### config.mk
export PLATFORM = sky130hd
export DESIGN_NAME = sarc_top
export DESIGN_NICKNAME = d
export VERILOG_FILES = /design/src/sarc_pkg.sv /design/src/sarc_top.sv
export VERILOG_INCLUDE_DIRS = /design/src /design/src/src
export SDC_FILE = /design/constraint.sdc
export NUM_CORES = 1
export LEC_CHECK = 0
export BUFFER_PORTS_ARGS = -buffer_cell sky130_fd_sc_hd__buf_2
export CAP_MARGIN = 20
export CORE_MARGIN = 2
export CORE_UTILIZATION = 35
export CTS_CLUSTER_DIAMETER = 120
export DETAILED_ROUTE_END_ITERATION = 12
export PLACE_DENSITY = 0.55
export SETUP_SLACK_MARGIN = 0.15
export SLEW_MARGIN = 0
export SYNTH_ARGS = -nofsm -noshare
export SYNTH_HDL_FRONTEND = slang
export SYNTH_SLANG_ARGS = --single-unit
export TNS_END_PERCENT = 10
### constraint.sdc
create_clock -name sys_clk -period 2.9 [get_ports sys_clk]
set_input_delay 0.145 -clock sys_clk [delete_from_list [all_inputs] [get_ports sys_clk]]
set_output_delay 0.145 -clock sys_clk [all_outputs]
set_load 0.05 [all_outputs]
### src/sarc_defines.svh
`ifndef SARC_DEFINES_SVH
`define SARC_DEFINES_SVH

// ------------------------------------------------
// register byte offsets
// ------------------------------------------------
`define SARC_OFF_CTL_A 8'h00
`define SARC_OFF_REF_CFG 8'h04
`define SARC_OFF_CTL_C 8'h08
`define SARC_OFF_RES_HI 8'h0C
`define SARC_OFF_RES_LO 8'h10
`define SARC_OFF_STATUS 8'h14

// ------------------------------------------------
// field positions
// ------------------------------------------------
`define SARC_ON_BIT 0
`define SARC_GO_BIT 1
`define SARC_DONE_BIT 0
`define SARC_WORD_LSB 2

// ------------------------------------------------
// reset values and codes
// ------------------------------------------------
`define SARC_PCFG_ALL_ANALOG 4'h0
`define SARC_PCFG_PORTB_DIG 4'h7
`define SARC_PCFG_LAST_ALL_A 4'h4
`define SARC_ALL_PINS 11'h7FF
`define SARC_NUM_CH 4'hB
`define SARC_SMALL_GAP_LO 4'h5
`define SARC_SMALL_GAP_HI 4'h7
`define SARC_FULL_SCALE 10'h3FF
`define SARC_MSB_TRIAL 10'h200
`define SARC_RESP_OKAY 2'h0
`define SARC_RESP_SLVERR 2'h2

// ------------------------------------------------
// timing
// ------------------------------------------------
`define SARC_CLK_NS 10
`define SARC_TCY_NS 40
`define SARC_CONV_TADS 5'hA
`define SARC_ACQ_TABLE {5'h14, 5'h10, 5'h0C, 5'h08, 5'h06, 5'h04, 5'h02, 5'h00}
`define SARC_DIV_SHIFT {3'h0, 3'h6, 3'h4, 3'h2, 3'h0, 3'h5, 3'h3, 3'h1}

`endif

### src/sarc_pkg.sv
package sarc_pkg;

	typedef enum logic [1:0]
	{
		SARC_IDLE = 2'h0,
		SARC_DELAY = 2'h1,
		SARC_ACQ = 2'h3,
		SARC_CONV = 2'h2
	} sarc_state_t;

	typedef struct packed
	{
		logic [1:0] unused;
		logic [3:0] channel_select;
		logic convert_go_flag;
		logic converter_on;
	} sarc_ctl_a_t;

	typedef struct packed
	{
		logic [1:0] unused;
		logic neg_ref_select;
		logic pos_ref_select;
		logic [3:0] pin_analog_config;
	} sarc_ref_cfg_t;

	typedef struct packed
	{
		logic result_justify;
		logic unused;
		logic [2:0] acq_time_select;
		logic [2:0] conv_clock_select;
	} sarc_ctl_c_t;

endpackage

### src/sarc_top.sv
// How it works
// - eleven analog channels on large variant, eight on small, 10-bit result
// - channel_select in bits 5..2 picks channel 0..10; codes 11..15 unused
// - converting an unimplemented channel returns full scale
// - convert_go_flag reads 1 while busy, 0 when idle
// - converter_on bit 0 enables the converter
// - neg_ref_select bit 5 picks external low reference, else analog ground
// - pos_ref_select bit 4 picks external high reference, else analog supply
// - pin_analog_config 0..4 all analog; each higher code turns one more pin digital
// - strap at reset loads pin_analog_config 0000 or 0111
// - result_justify bit 7 picks right or left justification
// - acq_time_select sets acquisition of 0,2,4,6,8,12,16,20 bit periods
// - conv_clock_select picks system divide or the rc clock
// - rc clock source adds one instruction cycle before the clock runs
// - only the rc clock keeps converting during sleep
// - result found by successive approximation of the held sample
// - reset clears registers except the strapped pin_analog_config, turns off and aborts conversion
// - completion loads results, clears go, sets done flag
// - zero acquisition converts at once, else samples first
// - a conversion takes eleven bit periods
// - after completion the selected channel is sampled again
//
// Implementation choices: the register offsets and register access over AXI4-Lite.
`include "sarc_defines.svh"

module sarc_top
	import sarc_pkg::*;
#(
	parameter int ADDR_W = 8,
	parameter int RC_TAD_NS = 1200
)
(
	// clock and reset
	input wire logic sys_clk,
	input wire logic sys_rst,
	// axi4-lite write
	input wire logic [ADDR_W-1:0] s_axi_awaddr,
	input wire logic s_axi_awvalid,
	output logic s_axi_awready,
	input wire logic [31:0] s_axi_wdata,
	input wire logic [3:0] s_axi_wstrb,
	input wire logic s_axi_wvalid,
	output logic s_axi_wready,
	output logic [1:0] s_axi_bresp,
	output logic s_axi_bvalid,
	input wire logic s_axi_bready,
	// axi4-lite read
	input wire logic [ADDR_W-1:0] s_axi_araddr,
	input wire logic s_axi_arvalid,
	output logic s_axi_arready,
	output logic [31:0] s_axi_rdata,
	output logic [1:0] s_axi_rresp,
	output logic s_axi_rvalid,
	input wire logic s_axi_rready,
	// device straps and state
	input wire logic portb_analog_default,
	input wire logic large_variant,
	input wire logic device_sleep,
	// analog front end
	input wire logic comparator_above,
	output logic [3:0] channel_select,
	output logic sample_enable,
	output logic [9:0] dac_code,
	output logic neg_ref_select,
	output logic pos_ref_select,
	output logic [10:0] pin_analog
);

	localparam int TCY_CYCLES = (`SARC_TCY_NS + `SARC_CLK_NS - 1) / `SARC_CLK_NS;
	localparam int RC_CYCLES = (RC_TAD_NS / `SARC_CLK_NS < 1) ? 1 : RC_TAD_NS / `SARC_CLK_NS;

	// refused at elaboration
	if (ADDR_W < 5 || ADDR_W > 8)
		$error("ADDR_W must lie in 5..8");
	if (RC_CYCLES > 256)
		$error("RC_TAD_NS too long for the divider");

	// ------------------------------------------------
	// helpers
	// ------------------------------------------------
	function automatic logic [10:0] analog_mask(input logic [3:0] code);
		logic [3:0] dig;
		dig = 4'h0;
		if (code > `SARC_PCFG_LAST_ALL_A)
			dig = code - `SARC_PCFG_LAST_ALL_A;
		return `SARC_ALL_PINS >> dig;
	endfunction

	function automatic logic [4:0] acq_tads(input logic [2:0] code);
		logic [39:0] tbl;
		tbl = `SARC_ACQ_TABLE;
		return tbl[code*5 +: 5];
	endfunction

	function automatic logic [8:0] div_count(input logic [2:0] code);
		logic [23:0] tbl;
		tbl = `SARC_DIV_SHIFT;
		if (code[1:0] == 2'h3)
			return 9'(RC_CYCLES);
		return 9'(9'h001 << tbl[code*3 +: 3]);
	endfunction

	function automatic logic channel_missing(input logic [3:0] ch, input logic big);
		logic gap;
		gap = (ch >= `SARC_SMALL_GAP_LO) && (ch <= `SARC_SMALL_GAP_HI);
		return (ch >= `SARC_NUM_CH) || (!big && gap);
	endfunction

	// ------------------------------------------------
	// state
	// ------------------------------------------------
	sarc_ctl_a_t ctl_a_q, ctl_a_d;
	sarc_ref_cfg_t ref_q, ref_d;
	sarc_ctl_c_t ctl_c_q, ctl_c_d;
	logic [7:0] res_hi_q, res_hi_d;
	logic [7:0] res_lo_q, res_lo_d;
	logic done_q, done_d;
	sarc_state_t state_q, state_d;
	logic [8:0] div_q, div_d;
	logic [4:0] tad_q, tad_d;
	logic [9:0] dac_q, dac_d;
	logic [9:0] trial_q, trial_d;
	logic ch_bad_q, ch_bad_d;

	logic aw_have_q, aw_have_d;
	logic w_have_q, w_have_d;
	logic [ADDR_W-1:0] awaddr_q, awaddr_d;
	logic [7:0] wbyte_q, wbyte_d;
	logic wlane_q, wlane_d;
	logic bvalid_q, bvalid_d;
	logic [1:0] bresp_q, bresp_d;
	logic rvalid_q, rvalid_d;
	logic [1:0] rresp_q, rresp_d;
	logic [31:0] rdata_q, rdata_d;

	logic do_write;
	logic tick;
	logic rc_src;
	logic [7:0] wr_off;
	logic [7:0] rd_off;
	logic [9:0] kept;

	assign rc_src = ctl_c_q.conv_clock_select[1:0] == 2'h3;
	assign do_write = aw_have_q && w_have_q && !bvalid_q;
	assign wr_off = 8'(awaddr_q);
	assign rd_off = 8'(s_axi_araddr);
	// sleep freezes the divided system clock, never the rc clock
	assign tick = (div_q == 9'h001) && (rc_src || !device_sleep);
	assign kept = comparator_above ? dac_q : (dac_q ^ trial_q);

	// ------------------------------------------------
	// bus channels
	// ------------------------------------------------
	assign s_axi_awready = !aw_have_q && !bvalid_q;
	assign s_axi_wready = !w_have_q && !bvalid_q;
	assign s_axi_arready = !rvalid_q;
	assign s_axi_bvalid = bvalid_q;
	assign s_axi_bresp = bresp_q;
	assign s_axi_rvalid = rvalid_q;
	assign s_axi_rresp = rresp_q;
	assign s_axi_rdata = rdata_q;

	always_comb
	begin
		aw_have_d = aw_have_q;
		w_have_d = w_have_q;
		awaddr_d = awaddr_q;
		wbyte_d = wbyte_q;
		wlane_d = wlane_q;
		bvalid_d = bvalid_q;
		bresp_d = bresp_q;
		rvalid_d = rvalid_q;
		rresp_d = rresp_q;
		rdata_d = rdata_q;
		if (s_axi_awvalid && s_axi_awready)
		begin
			aw_have_d = 1'b1;
			awaddr_d = s_axi_awaddr;
		end
		if (s_axi_wvalid && s_axi_wready)
		begin
			w_have_d = 1'b1;
			wbyte_d = s_axi_wdata[7:0];
			wlane_d = s_axi_wstrb[0];
		end
		if (do_write)
		begin
			aw_have_d = 1'b0;
			w_have_d = 1'b0;
			bvalid_d = 1'b1;
			bresp_d = (wr_off > `SARC_OFF_STATUS || wr_off[1:0] != 2'h0) ? `SARC_RESP_SLVERR : `SARC_RESP_OKAY;
		end
		if (bvalid_q && s_axi_bready)
			bvalid_d = 1'b0;
		if (rvalid_q && s_axi_rready)
			rvalid_d = 1'b0;
		if (s_axi_arvalid && s_axi_arready)
		begin
			rvalid_d = 1'b1;
			rresp_d = `SARC_RESP_OKAY;
			rdata_d = 32'h0;
			unique case (rd_off)
				`SARC_OFF_CTL_A:
				begin
					rdata_d[7:0] = ctl_a_q;
					rdata_d[`SARC_GO_BIT] = ctl_a_q.converter_on && state_q != SARC_IDLE;
				end
				`SARC_OFF_REF_CFG: rdata_d[7:0] = ref_q;
				`SARC_OFF_CTL_C: rdata_d[7:0] = ctl_c_q;
				`SARC_OFF_RES_HI: rdata_d[7:0] = res_hi_q;
				`SARC_OFF_RES_LO: rdata_d[7:0] = res_lo_q;
				`SARC_OFF_STATUS: rdata_d[`SARC_DONE_BIT] = done_q;
				default: rresp_d = `SARC_RESP_SLVERR;
			endcase
		end
	end

	always_ff @(posedge sys_clk)
	begin
		if (sys_rst)
		begin
			aw_have_q <= 1'b0;
			w_have_q <= 1'b0;
			awaddr_q <= '0;
			wbyte_q <= 8'h00;
			wlane_q <= 1'b0;
			bvalid_q <= 1'b0;
			bresp_q <= `SARC_RESP_OKAY;
			rvalid_q <= 1'b0;
			rresp_q <= `SARC_RESP_OKAY;
			rdata_q <= 32'h0;
		end
		else
		begin
			aw_have_q <= aw_have_d;
			w_have_q <= w_have_d;
			awaddr_q <= awaddr_d;
			wbyte_q <= wbyte_d;
			wlane_q <= wlane_d;
			bvalid_q <= bvalid_d;
			bresp_q <= bresp_d;
			rvalid_q <= rvalid_d;
			rresp_q <= rresp_d;
			rdata_q <= rdata_d;
		end
	end

	// ------------------------------------------------
	// registers and sequencer
	// ------------------------------------------------
	always_comb
	begin
		logic wr;
		logic start;
		logic [9:0] r;
		wr = do_write && wlane_q;
		start = 1'b0;
		r = ch_bad_q ? `SARC_FULL_SCALE : kept;
		ctl_a_d = ctl_a_q;
		ref_d = ref_q;
		ctl_c_d = ctl_c_q;
		res_hi_d = res_hi_q;
		res_lo_d = res_lo_q;
		done_d = done_q;
		state_d = state_q;
		div_d = div_q;
		tad_d = tad_q;
		dac_d = dac_q;
		trial_d = trial_q;
		ch_bad_d = ch_bad_q;
		if (wr && wr_off == `SARC_OFF_CTL_A)
		begin
			ctl_a_d.channel_select = wbyte_q[5:2];
			ctl_a_d.converter_on = wbyte_q[`SARC_ON_BIT];
			start = wbyte_q[`SARC_GO_BIT] && wbyte_q[`SARC_ON_BIT] && ctl_a_q.converter_on
				&& state_q == SARC_IDLE;
		end
		if (wr && wr_off == `SARC_OFF_REF_CFG)
			ref_d = sarc_ref_cfg_t'({2'h0, wbyte_q[5:0]});
		if (wr && wr_off == `SARC_OFF_CTL_C)
			ctl_c_d = sarc_ctl_c_t'({wbyte_q[7], 1'b0, wbyte_q[5:0]});
		if (wr && wr_off == `SARC_OFF_STATUS && wbyte_q[`SARC_DONE_BIT])
			done_d = 1'b0;
		// the bit period divider only runs while a conversion is under way
		// a divider stalled by sleep waits at one instead of wrapping
		if (state_q == SARC_IDLE || state_q == SARC_DELAY || tick)
			div_d = div_count(ctl_c_q.conv_clock_select);
		else if (div_q != 9'h001)
			div_d = div_q - 9'h001;
		unique case (state_q)
			SARC_IDLE:
				if (start)
				begin
					ch_bad_d = channel_missing(ctl_a_q.channel_select, large_variant);
					tad_d = 5'h0;
					if (rc_src)
					begin
						state_d = SARC_DELAY;
						tad_d = 5'(TCY_CYCLES - 1);
					end
					else if (acq_tads(ctl_c_q.acq_time_select) != 5'h0)
						state_d = SARC_ACQ;
					else
					begin
						state_d = SARC_CONV;
						dac_d = `SARC_MSB_TRIAL;
						trial_d = `SARC_MSB_TRIAL;
					end
				end
			SARC_DELAY:
				if (tad_q == 5'h0)
				begin
					if (acq_tads(ctl_c_q.acq_time_select) != 5'h0)
						state_d = SARC_ACQ;
					else
					begin
						state_d = SARC_CONV;
						dac_d = `SARC_MSB_TRIAL;
						trial_d = `SARC_MSB_TRIAL;
					end
				end
				else
					tad_d = tad_q - 5'h1;
			SARC_ACQ:
				if (tick)
				begin
					if (tad_q + 5'h1 >= acq_tads(ctl_c_q.acq_time_select))
					begin
						state_d = SARC_CONV;
						tad_d = 5'h0;
						dac_d = `SARC_MSB_TRIAL;
						trial_d = `SARC_MSB_TRIAL;
					end
					else
						tad_d = tad_q + 5'h1;
				end
			SARC_CONV:
				if (tick)
				begin
					tad_d = tad_q + 5'h1;
					// first period settles the hold, then one bit per period
					if (tad_q != 5'h0)
					begin
						trial_d = trial_q >> 1;
						dac_d = kept | (trial_q >> 1);
					end
					if (tad_q == `SARC_CONV_TADS)
					begin
						state_d = SARC_IDLE;
						tad_d = 5'h0;
						dac_d = 10'h000;
						trial_d = 10'h000;
						done_d = 1'b1;
						if (ctl_c_q.result_justify)
						begin
							res_hi_d = {6'h00, r[9:8]};
							res_lo_d = r[7:0];
						end
						else
						begin
							res_hi_d = r[9:2];
							res_lo_d = {r[1:0], 6'h00};
						end
					end
				end
		endcase
		// turning the converter off abandons any conversion
		if (!ctl_a_d.converter_on)
		begin
			state_d = SARC_IDLE;
			dac_d = 10'h000;
			trial_d = 10'h000;
		end
		ctl_a_d.convert_go_flag = state_d != SARC_IDLE;
		ctl_a_d.unused = 2'h0;
	end

	always_ff @(posedge sys_clk)
	begin
		if (sys_rst)
		begin
			// strap sampled while the synchronous reset is held
			ctl_a_q <= '0;
			ref_q <= '0;
			ref_q.pin_analog_config <= portb_analog_default ? `SARC_PCFG_ALL_ANALOG : `SARC_PCFG_PORTB_DIG;
			ctl_c_q <= '0;
			res_hi_q <= 8'h00;
			res_lo_q <= 8'h00;
			done_q <= 1'b0;
			state_q <= SARC_IDLE;
			div_q <= 9'h001;
			tad_q <= 5'h0;
			dac_q <= 10'h000;
			trial_q <= 10'h000;
			ch_bad_q <= 1'b0;
		end
		else
		begin
			ctl_a_q <= ctl_a_d;
			ref_q <= ref_d;
			ctl_c_q <= ctl_c_d;
			res_hi_q <= res_hi_d;
			res_lo_q <= res_lo_d;
			done_q <= done_d;
			state_q <= state_d;
			div_q <= div_d;
			tad_q <= tad_d;
			dac_q <= dac_d;
			trial_q <= trial_d;
			ch_bad_q <= ch_bad_d;
		end
	end

	// ------------------------------------------------
	// front end controls
	// ------------------------------------------------
	always_comb
	begin
		channel_select = ctl_a_q.channel_select;
		sample_enable = ctl_a_q.converter_on && state_q != SARC_CONV;
		dac_code = dac_q;
		neg_ref_select = ref_q.neg_ref_select;
		pos_ref_select = ref_q.pos_ref_select;
		pin_analog = analog_mask(ref_q.pin_analog_config);
	end

endmodule

== After elaboration in Yosys (flattened, before gate mapping) ==
Index checks and enable logic that the tools add are counted.
Word-level totals
  register bits after elaboration: 107
  input port bits: 63
  output and inout bits: 69
  logic and storage cells: 186
Cells by class
  add/sub/neg operators: 4
  multipliers: 2
  $lt $le $gt $ge: 6
  equality and inequality tests: 24
  shifts and indexed selects: 4
  muxes and demuxes: 62
  bitwise logic cells: 3
  reduce and logical (&&, ||, !) cells: 53
Operators with widths (number)
  10-bit 2-to-1 mux: 18
  10-bit one-hot mux with 4 select lines: 2
  40-bit by 7-bit variable part select with 5-bit output, first input constant: 1
  9-bit 2-to-1 mux: 4
  7-bit one-hot mux with 5 select lines: 1
  5-bit 2-to-1 mux: 6
  8-bit by 4-bit equality test with 1-bit output, second input constant: 3
  8-bit by 5-bit equality test with 1-bit output, second input constant: 3
  24-bit by 6-bit variable part select with 3-bit output, first input constant: 1
  1-bit logical AND: 23
  2-bit 2-to-1 mux: 11
  5-bit one-hot mux with 4 select lines: 1
  8-bit by 3-bit equality test with 1-bit output, second input constant: 2
  8-bit zero test: 2
  8-bit 2-to-1 mux: 2
  4-bit 2-to-1 mux: 3
  2-bit inequality test, second input constant: 6
  1-bit 2-to-1 mux: 11
  11-bit by 4-bit right shift with 11-bit output, first input constant: 1
  10-bit by 9-bit OR with 10-bit output: 1
  2-bit nonzero test: 5
  5-bit nonzero test: 2
  10-bit XOR: 1
  9-bit by 1-bit equality test with 1-bit output, second input constant: 1
  other kinds (33): 47

== Longest topological paths before layout ==
  word-level depth: 9
  mapped depth: 12
  gate-level depth less buffers: 10

== Worst setup path after synthesis ==
Ideal clock, no wire load.
  path kind: register to register
  from: register tad_q[0]
  to: register tad_q[1]
  library setup time: 0.095 ns
  data arrival time: 2.389 ns
  required time: 2.805 ns
  slack: 0.415 ns
  stages on the path, launching flop included: 10
  buffers on the path: 0
  clock period less this slack: 2.485 ns
  cell sequence: dfxtp_1 > inv_1 > ha_1 > ha_1 > o21ai_0 > a21oi_1 > nor3_1 > nor2_1 > a311o_1 > a221oi_1
Between the ends
  longest elaborated chain between the ends: 5
  elaborated cells on any way between the ends: 13
  those cells by class: add/sub: 2; order compare: 1; eq/ne: 2; mux: 6; reduce/logical: 2
RTL lines
  start, declared: RTL line sarc_top.sv:120  | logic [4:0] tad_q, tad_d;
  start signal, assigned: RTL line sarc_top.sv:407  | tad_q <= tad_d;
  5-bit by 1-bit adder with 5-bit output: RTL line sarc_top.sv:327, sarc_top.sv:335, sarc_top.sv:340
  5-bit >= comparator: RTL line sarc_top.sv:327  | if (tad_q + 5'h1 >= acq_tads(ctl_c_q.acq_time_select))
  5-bit 2-to-1 mux: RTL line sarc_top.sv:327
  5-bit 2-to-1 mux: RTL line sarc_top.sv:325  | if (tick)
  5-bit one-hot mux with 4 select lines: RTL line sarc_top.sv:290  | unique case (state_q)
Several ways; a longest one is shown, not always the timed one. The select of a mux whose other input is x is not followed.
A chain may end at the register's enable or synchronous reset.

== Final worst setup path ==
  from: register tad_q[0]
  to: register dac_q[4], in the netlist dac_code[4]
Between the ends
  longest elaborated chain between the ends: 4
  elaborated cells on any way between the ends: 12
  those cells by class: add/sub: 1; order compare: 1; eq/ne: 4; mux: 3; reduce/logical: 3
RTL lines
  5-bit by 1-bit adder with 5-bit output / 5-bit by 4-bit equality test with 1-bit output (equally long branches)
  5-bit >= comparator / 10-bit 2-to-1 mux (equally long branches): RTL line sarc_top.sv:327, sarc_top.sv:347
  2-bit inequality test (no line) / 10-bit 2-to-1 mux (equally long branches)
  7-bit AND reduction (no line) / 10-bit one-hot mux with 4 select lines (equally long branches)
  end signal, assigned: RTL line sarc_top.sv:393  | dac_q <= 10'h000;
  end signal, assigned: RTL line sarc_top.sv:408  | dac_q <= dac_d;
  end, declared: RTL line sarc_top.sv:121  | logic [9:0] dac_q, dac_d;
Several ways; a longest one is shown, not always the timed one. The select of a mux whose other input is x is not followed.

==> flow_summary_export.csv <==
group,metric,value,unit
global_routing,grt_max_degree,40,
clock_tree,cts_tree,"yes",
global_routing,grtUsageMet1,0.225,
timing,min_period,2.58,ns
floorplanning,dieHeight,130,um
synthesis,netlist_instances,680,
global_routing,grt_pass1_wl,23000,um
critical_path,rr_worst_depth,12,
clock_tree,cts-root-buf,"clkbuf_16",
power,p_per_area,471,mW/mm^2
routing,wl_per_cell,14.9,um
routing,dr.pass1.iters,5,
power,power.leakage,2.42,nW
critical_path,timing.rr.start,"tad_q[0]",
global_routing,grt_pass1_vias,4613,
floorplanning,die_area,0.0168,mm^2
synthesis,synth_edf_count,4,
floorplanning,ioPinCount,132,
global_routing,grt_antenna_before_repair,0,
timing,hold_violations,0,
synthesis,ys_seq_area_frac,0.376,
synthesis,yosysUniqueCellTypes,68,
timing,finalSetupTns,0,ns
critical_path,worstSetupEndpoint,"dac_code[4]",
global_routing,use_met2,0.280,
finish,drive_gt1_frac,0.177,
global_routing,grt-ovfl-total,0,
global_routing,gr-max-usage-layer,"met2",
routing,drt-total-wl,14300,um
clock_tree,clk-insertion-delay-late,0.35,ns
power,p_seq_frac,0.494,
synthesis,yosys_warnings,0,
finish,fin_cells,961,
clock_tree,clkTransAtPathRegs,0.08,ns
floorplanning,rows,45,
synthesis,synth-seq-cells,102,
power,p_int,2.12,mW
clock_tree,cts_buffers,9,
floorplanning,core,0.0153,mm^2
finish,fin_nets,822,
outcome,status,"completed",
global_routing,grtUsageTotal,0.171,
timing,slew-limit-headroom,0.534,
routing,drc,0,
critical_path,rrSetupSlack,0.32,ns
floorplanning,start_util,0.361,
global_routing,grt.met3_usage,0.0369,
job,max_cap_viol_count,0,
routing,via_per_inst,5.18,
timing,finalSetupViolations,0,
placed_design,dp_cells,942,
synthesis,synthFlopType,"dfxtp_1",
critical_path,end_kind,"flip-flop",
routing,ant_nets,0,
finish,antenna_cells,0,
clock_tree,cts_sinks,102,
timing,drv_slew,0,
timing,fmax,0.388,GHz
timing,finClkSkew,0.00828,ns
critical_path,crit_fanout,20,
power,p_comb_frac,0.118,
timing,finalCritPeriodShare,0.890,
placed_design,globalplace.congestion,0.811,
synthesis,postSynthAreaPerCell,8.13,um^2
finish,syn2layout_area_growth,15.1,%
synthesis,synthArstFlopShare,0,
critical_path,crit_path_start,"tad_q[0]",
timing,rsz0062_at_grt,"no",
critical_path,r2r-end,"dac_code[4]",
critical_path,path_class,"flip-flop to flip-flop",
power,max-vdd-ir-drop,0.323,mV
power,switching_share,0.293,
routing,num_vias,4980,
routing,drt-initial-drc-count,259,
critical_path,critPathLaunchType,"flip-flop",
critical_path,cp_data_required_time,3.16,ns
floorplanning,dieWidth,130,um
critical_path,cp_data_arrival_time,2.84,ns
timing,tightest_slew,0.681,ns
power,p_clk_frac,0.389,
hold_path,hp-class,"primary input to flip-flop",
clock_tree,cts_buffer_depth,2,
power,switchingPower,0.877,mW
placed_design,hpwl,10600,um
synthesis,synth_area,0.00553,mm^2
clock_tree,htreeDepth,3,
placed_design,io_buffers,77,
state kept, by name, summed over array words and instances, names as in the netlist, 2 cells and up:
signal	flops
div_q	9
tad_q	5
ref_q	4
awaddr_q	8
channel_select	4
ctl_c_q	7
res_lo_q	8
state_q	2
trial_q	10
wbyte_q	7
res_hi_q	8
dac_code	10
s_axi_rdata	8
cell usage after synthesis, types with 8 or more instances:
library cell | n | area share
dfxtp_1 | 98 | 0.35
nor2_1 | 88 | 0.060
a21oi_1 | 71 | 0.064
nand2_1 | 62 | 0.042
clkbuf_1 | 31 | 0.021
buf_4 | 30 | 0.041
nand2b_1 | 27 | 0.031
nor3_1 | 25 | 0.023
nand3_1 | 21 | 0.019
mux2i_1 | 20 | 0.036
o21ai_0 | 19 | 0.017
inv_1 | 17 | 0.012
ha_1 | 14 | 0.032
o211ai_1 | 12 | 0.016
xnor2_1 | 12 | 0.019
nor2b_1 | 10 | 0.011
a311oi_1 | 8 | 0.013
stage by stage:
step | power (mW) | setup WS, ns | cell area [um^2] | utilization | hold slack (ns)
after floorplan | 1.80 | 0.415 | 5620 | - | 0.245
after global placement | 1.86 | 0.275 | 6010 | 0.393 | 0.336
after detailed placement | 1.86 | 0.221 | 6010 | 0.393 | 0.341
after CTS | 3.03 | 0.176 | 6310 | 0.412 | 0.00866
after global routing | 3.11 | 0.173 | 6360 | 0.416 | 0.0209
final | 3.00 | 0.320 | 6360 | 0.416 | 0.0202
area by class of cell:
cell class / instances / area (um^2)
clock buffers: 9 / 225
clock inverters: 7 / 56.3
fillers: 1586 / 8950
inverters: 17 / 63.8
multi-input cells: 516 / 3080
flip-flops and latches: 102 / 2090
well taps: 211 / 264
repair buffers: 99 / 583
critical path: stages (launching register included):
cell and delay, ns:
dfxtp_2 0.38, inv_1 0.10, ha_1 0.35, ha_1 0.30, o21ai_0 0.17, a21oi_1 0.11
nor3_1 0.16, buf_4 0.17, nor4b_4 0.04, buf_4 0.16, buf_12 0.15, and4b_1 0.20
nor4_2 0.20
how the worst min path moves through the flow:
stage	start	to	slack, ns	cells after the start
6_report	s_axi_wdata[4]	wbyte_q[4]	0.02	3
5_1_grt	s_axi_wdata[4]	wbyte_q[4]	0.02	3
4_1_cts	s_axi_wdata[1]	wbyte_q[1]	0.009	3
3_5_place_dp	s_axi_rready	s_axi_rvalid	0.34	2
3_3_place_gp	s_axi_rready	s_axi_rvalid	0.34	2
2_1_floorplan	s_axi_rready	s_axi_rvalid	0.25	1
timing repair:
| action | 4_1_cts | 5_1_grt |
|---|---|---|
| hold buffers | 1 | 0 |
| gates resized for setup | 0 | 7 |
| hold endpoints to repair | 1 | 0 |
| buffers inserted | 0 | 1 |
| setup endpoints to repair | 0 | 24 |
power groups by stage:
stage                     Combinational [mW]  Sequential, mW  Clock [mW]
after detailed placement               0.351            1.51           0
after global routing                   0.382            1.49        1.24
after floorplan                        0.267            1.53           0
final                                  0.353            1.48        1.16
after CTS                              0.353            1.48        1.20
after global placement                 0.346            1.51           0
cell usage in the layout, fill, tap and decap left out, types with 3 or more instances in the layout:
cell type | netlist | routed
mux2_2 | 3 | 3
buf_4 | 30 | 19
nor4_1 | 4 | 4
inv_6 | 0 | 3
a211oi_1 | 6 | 6
clkbuf_16 | 0 | 10
o2bb2ai_1 | 3 | 3
edfxtp_1 | 4 | 4
mux2i_1 | 20 | 20
and2_1 | 6 | 6
a221oi_1 | 7 | 7
inv_1 | 17 | 17
nand3_1 | 21 | 20
nand2_1 | 62 | 62
dfxtp_1 | 98 | 95
nand2b_1 | 27 | 27
a21oi_1 | 71 | 71
nand3b_1 | 3 | 3
conb_1 | 1 | 26
a311oi_1 | 8 | 8
o21a_1 | 4 | 4
a21o_1 | 3 | 3
nor3_1 | 25 | 25
ha_1 | 14 | 14
a22oi_1 | 7 | 7
nor2b_1 | 10 | 10
or4_1 | 3 | 3
xnor2_1 | 12 | 11
o211ai_1 | 12 | 12
and3_1 | 3 | 3
o21ai_0 | 19 | 19
nor2_1 | 88 | 88
buf_2 | 3 | 77
xor2_1 | 6 | 6
per-layer routing:
| layer | vias to the layer above | routed length [um] |
|---|---|---|
| li1 | 2479 | - |
| met1 | 2369 | 6970 |
| met2 | 112 | 6490 |
| met3 | 20 | 608 |
| met4 | 0 | 221 |
| met5 | - | 0 |
cell families (layout without fill, tap and decap cells):
kind of cell | count (synthesis) | in the layout | share of synthesized area
AND/OR/NAND/NOR | 275 | 275 | 0.247
AO/OA/AOI/OAI | 160 | 160 | 0.187
flip-flops | 102 | 102 | 0.376
buffers and inverters | 87 | 132 | 0.0864
multiplexers | 23 | 23 | 0.0423
XOR/XNOR | 18 | 18 | 0.0285
adder cells (fa/ha/maj) | 14 | 14 | 0.0317
other | 1 | 26 | 0.000678
Power figures use the tool's default switching activity.
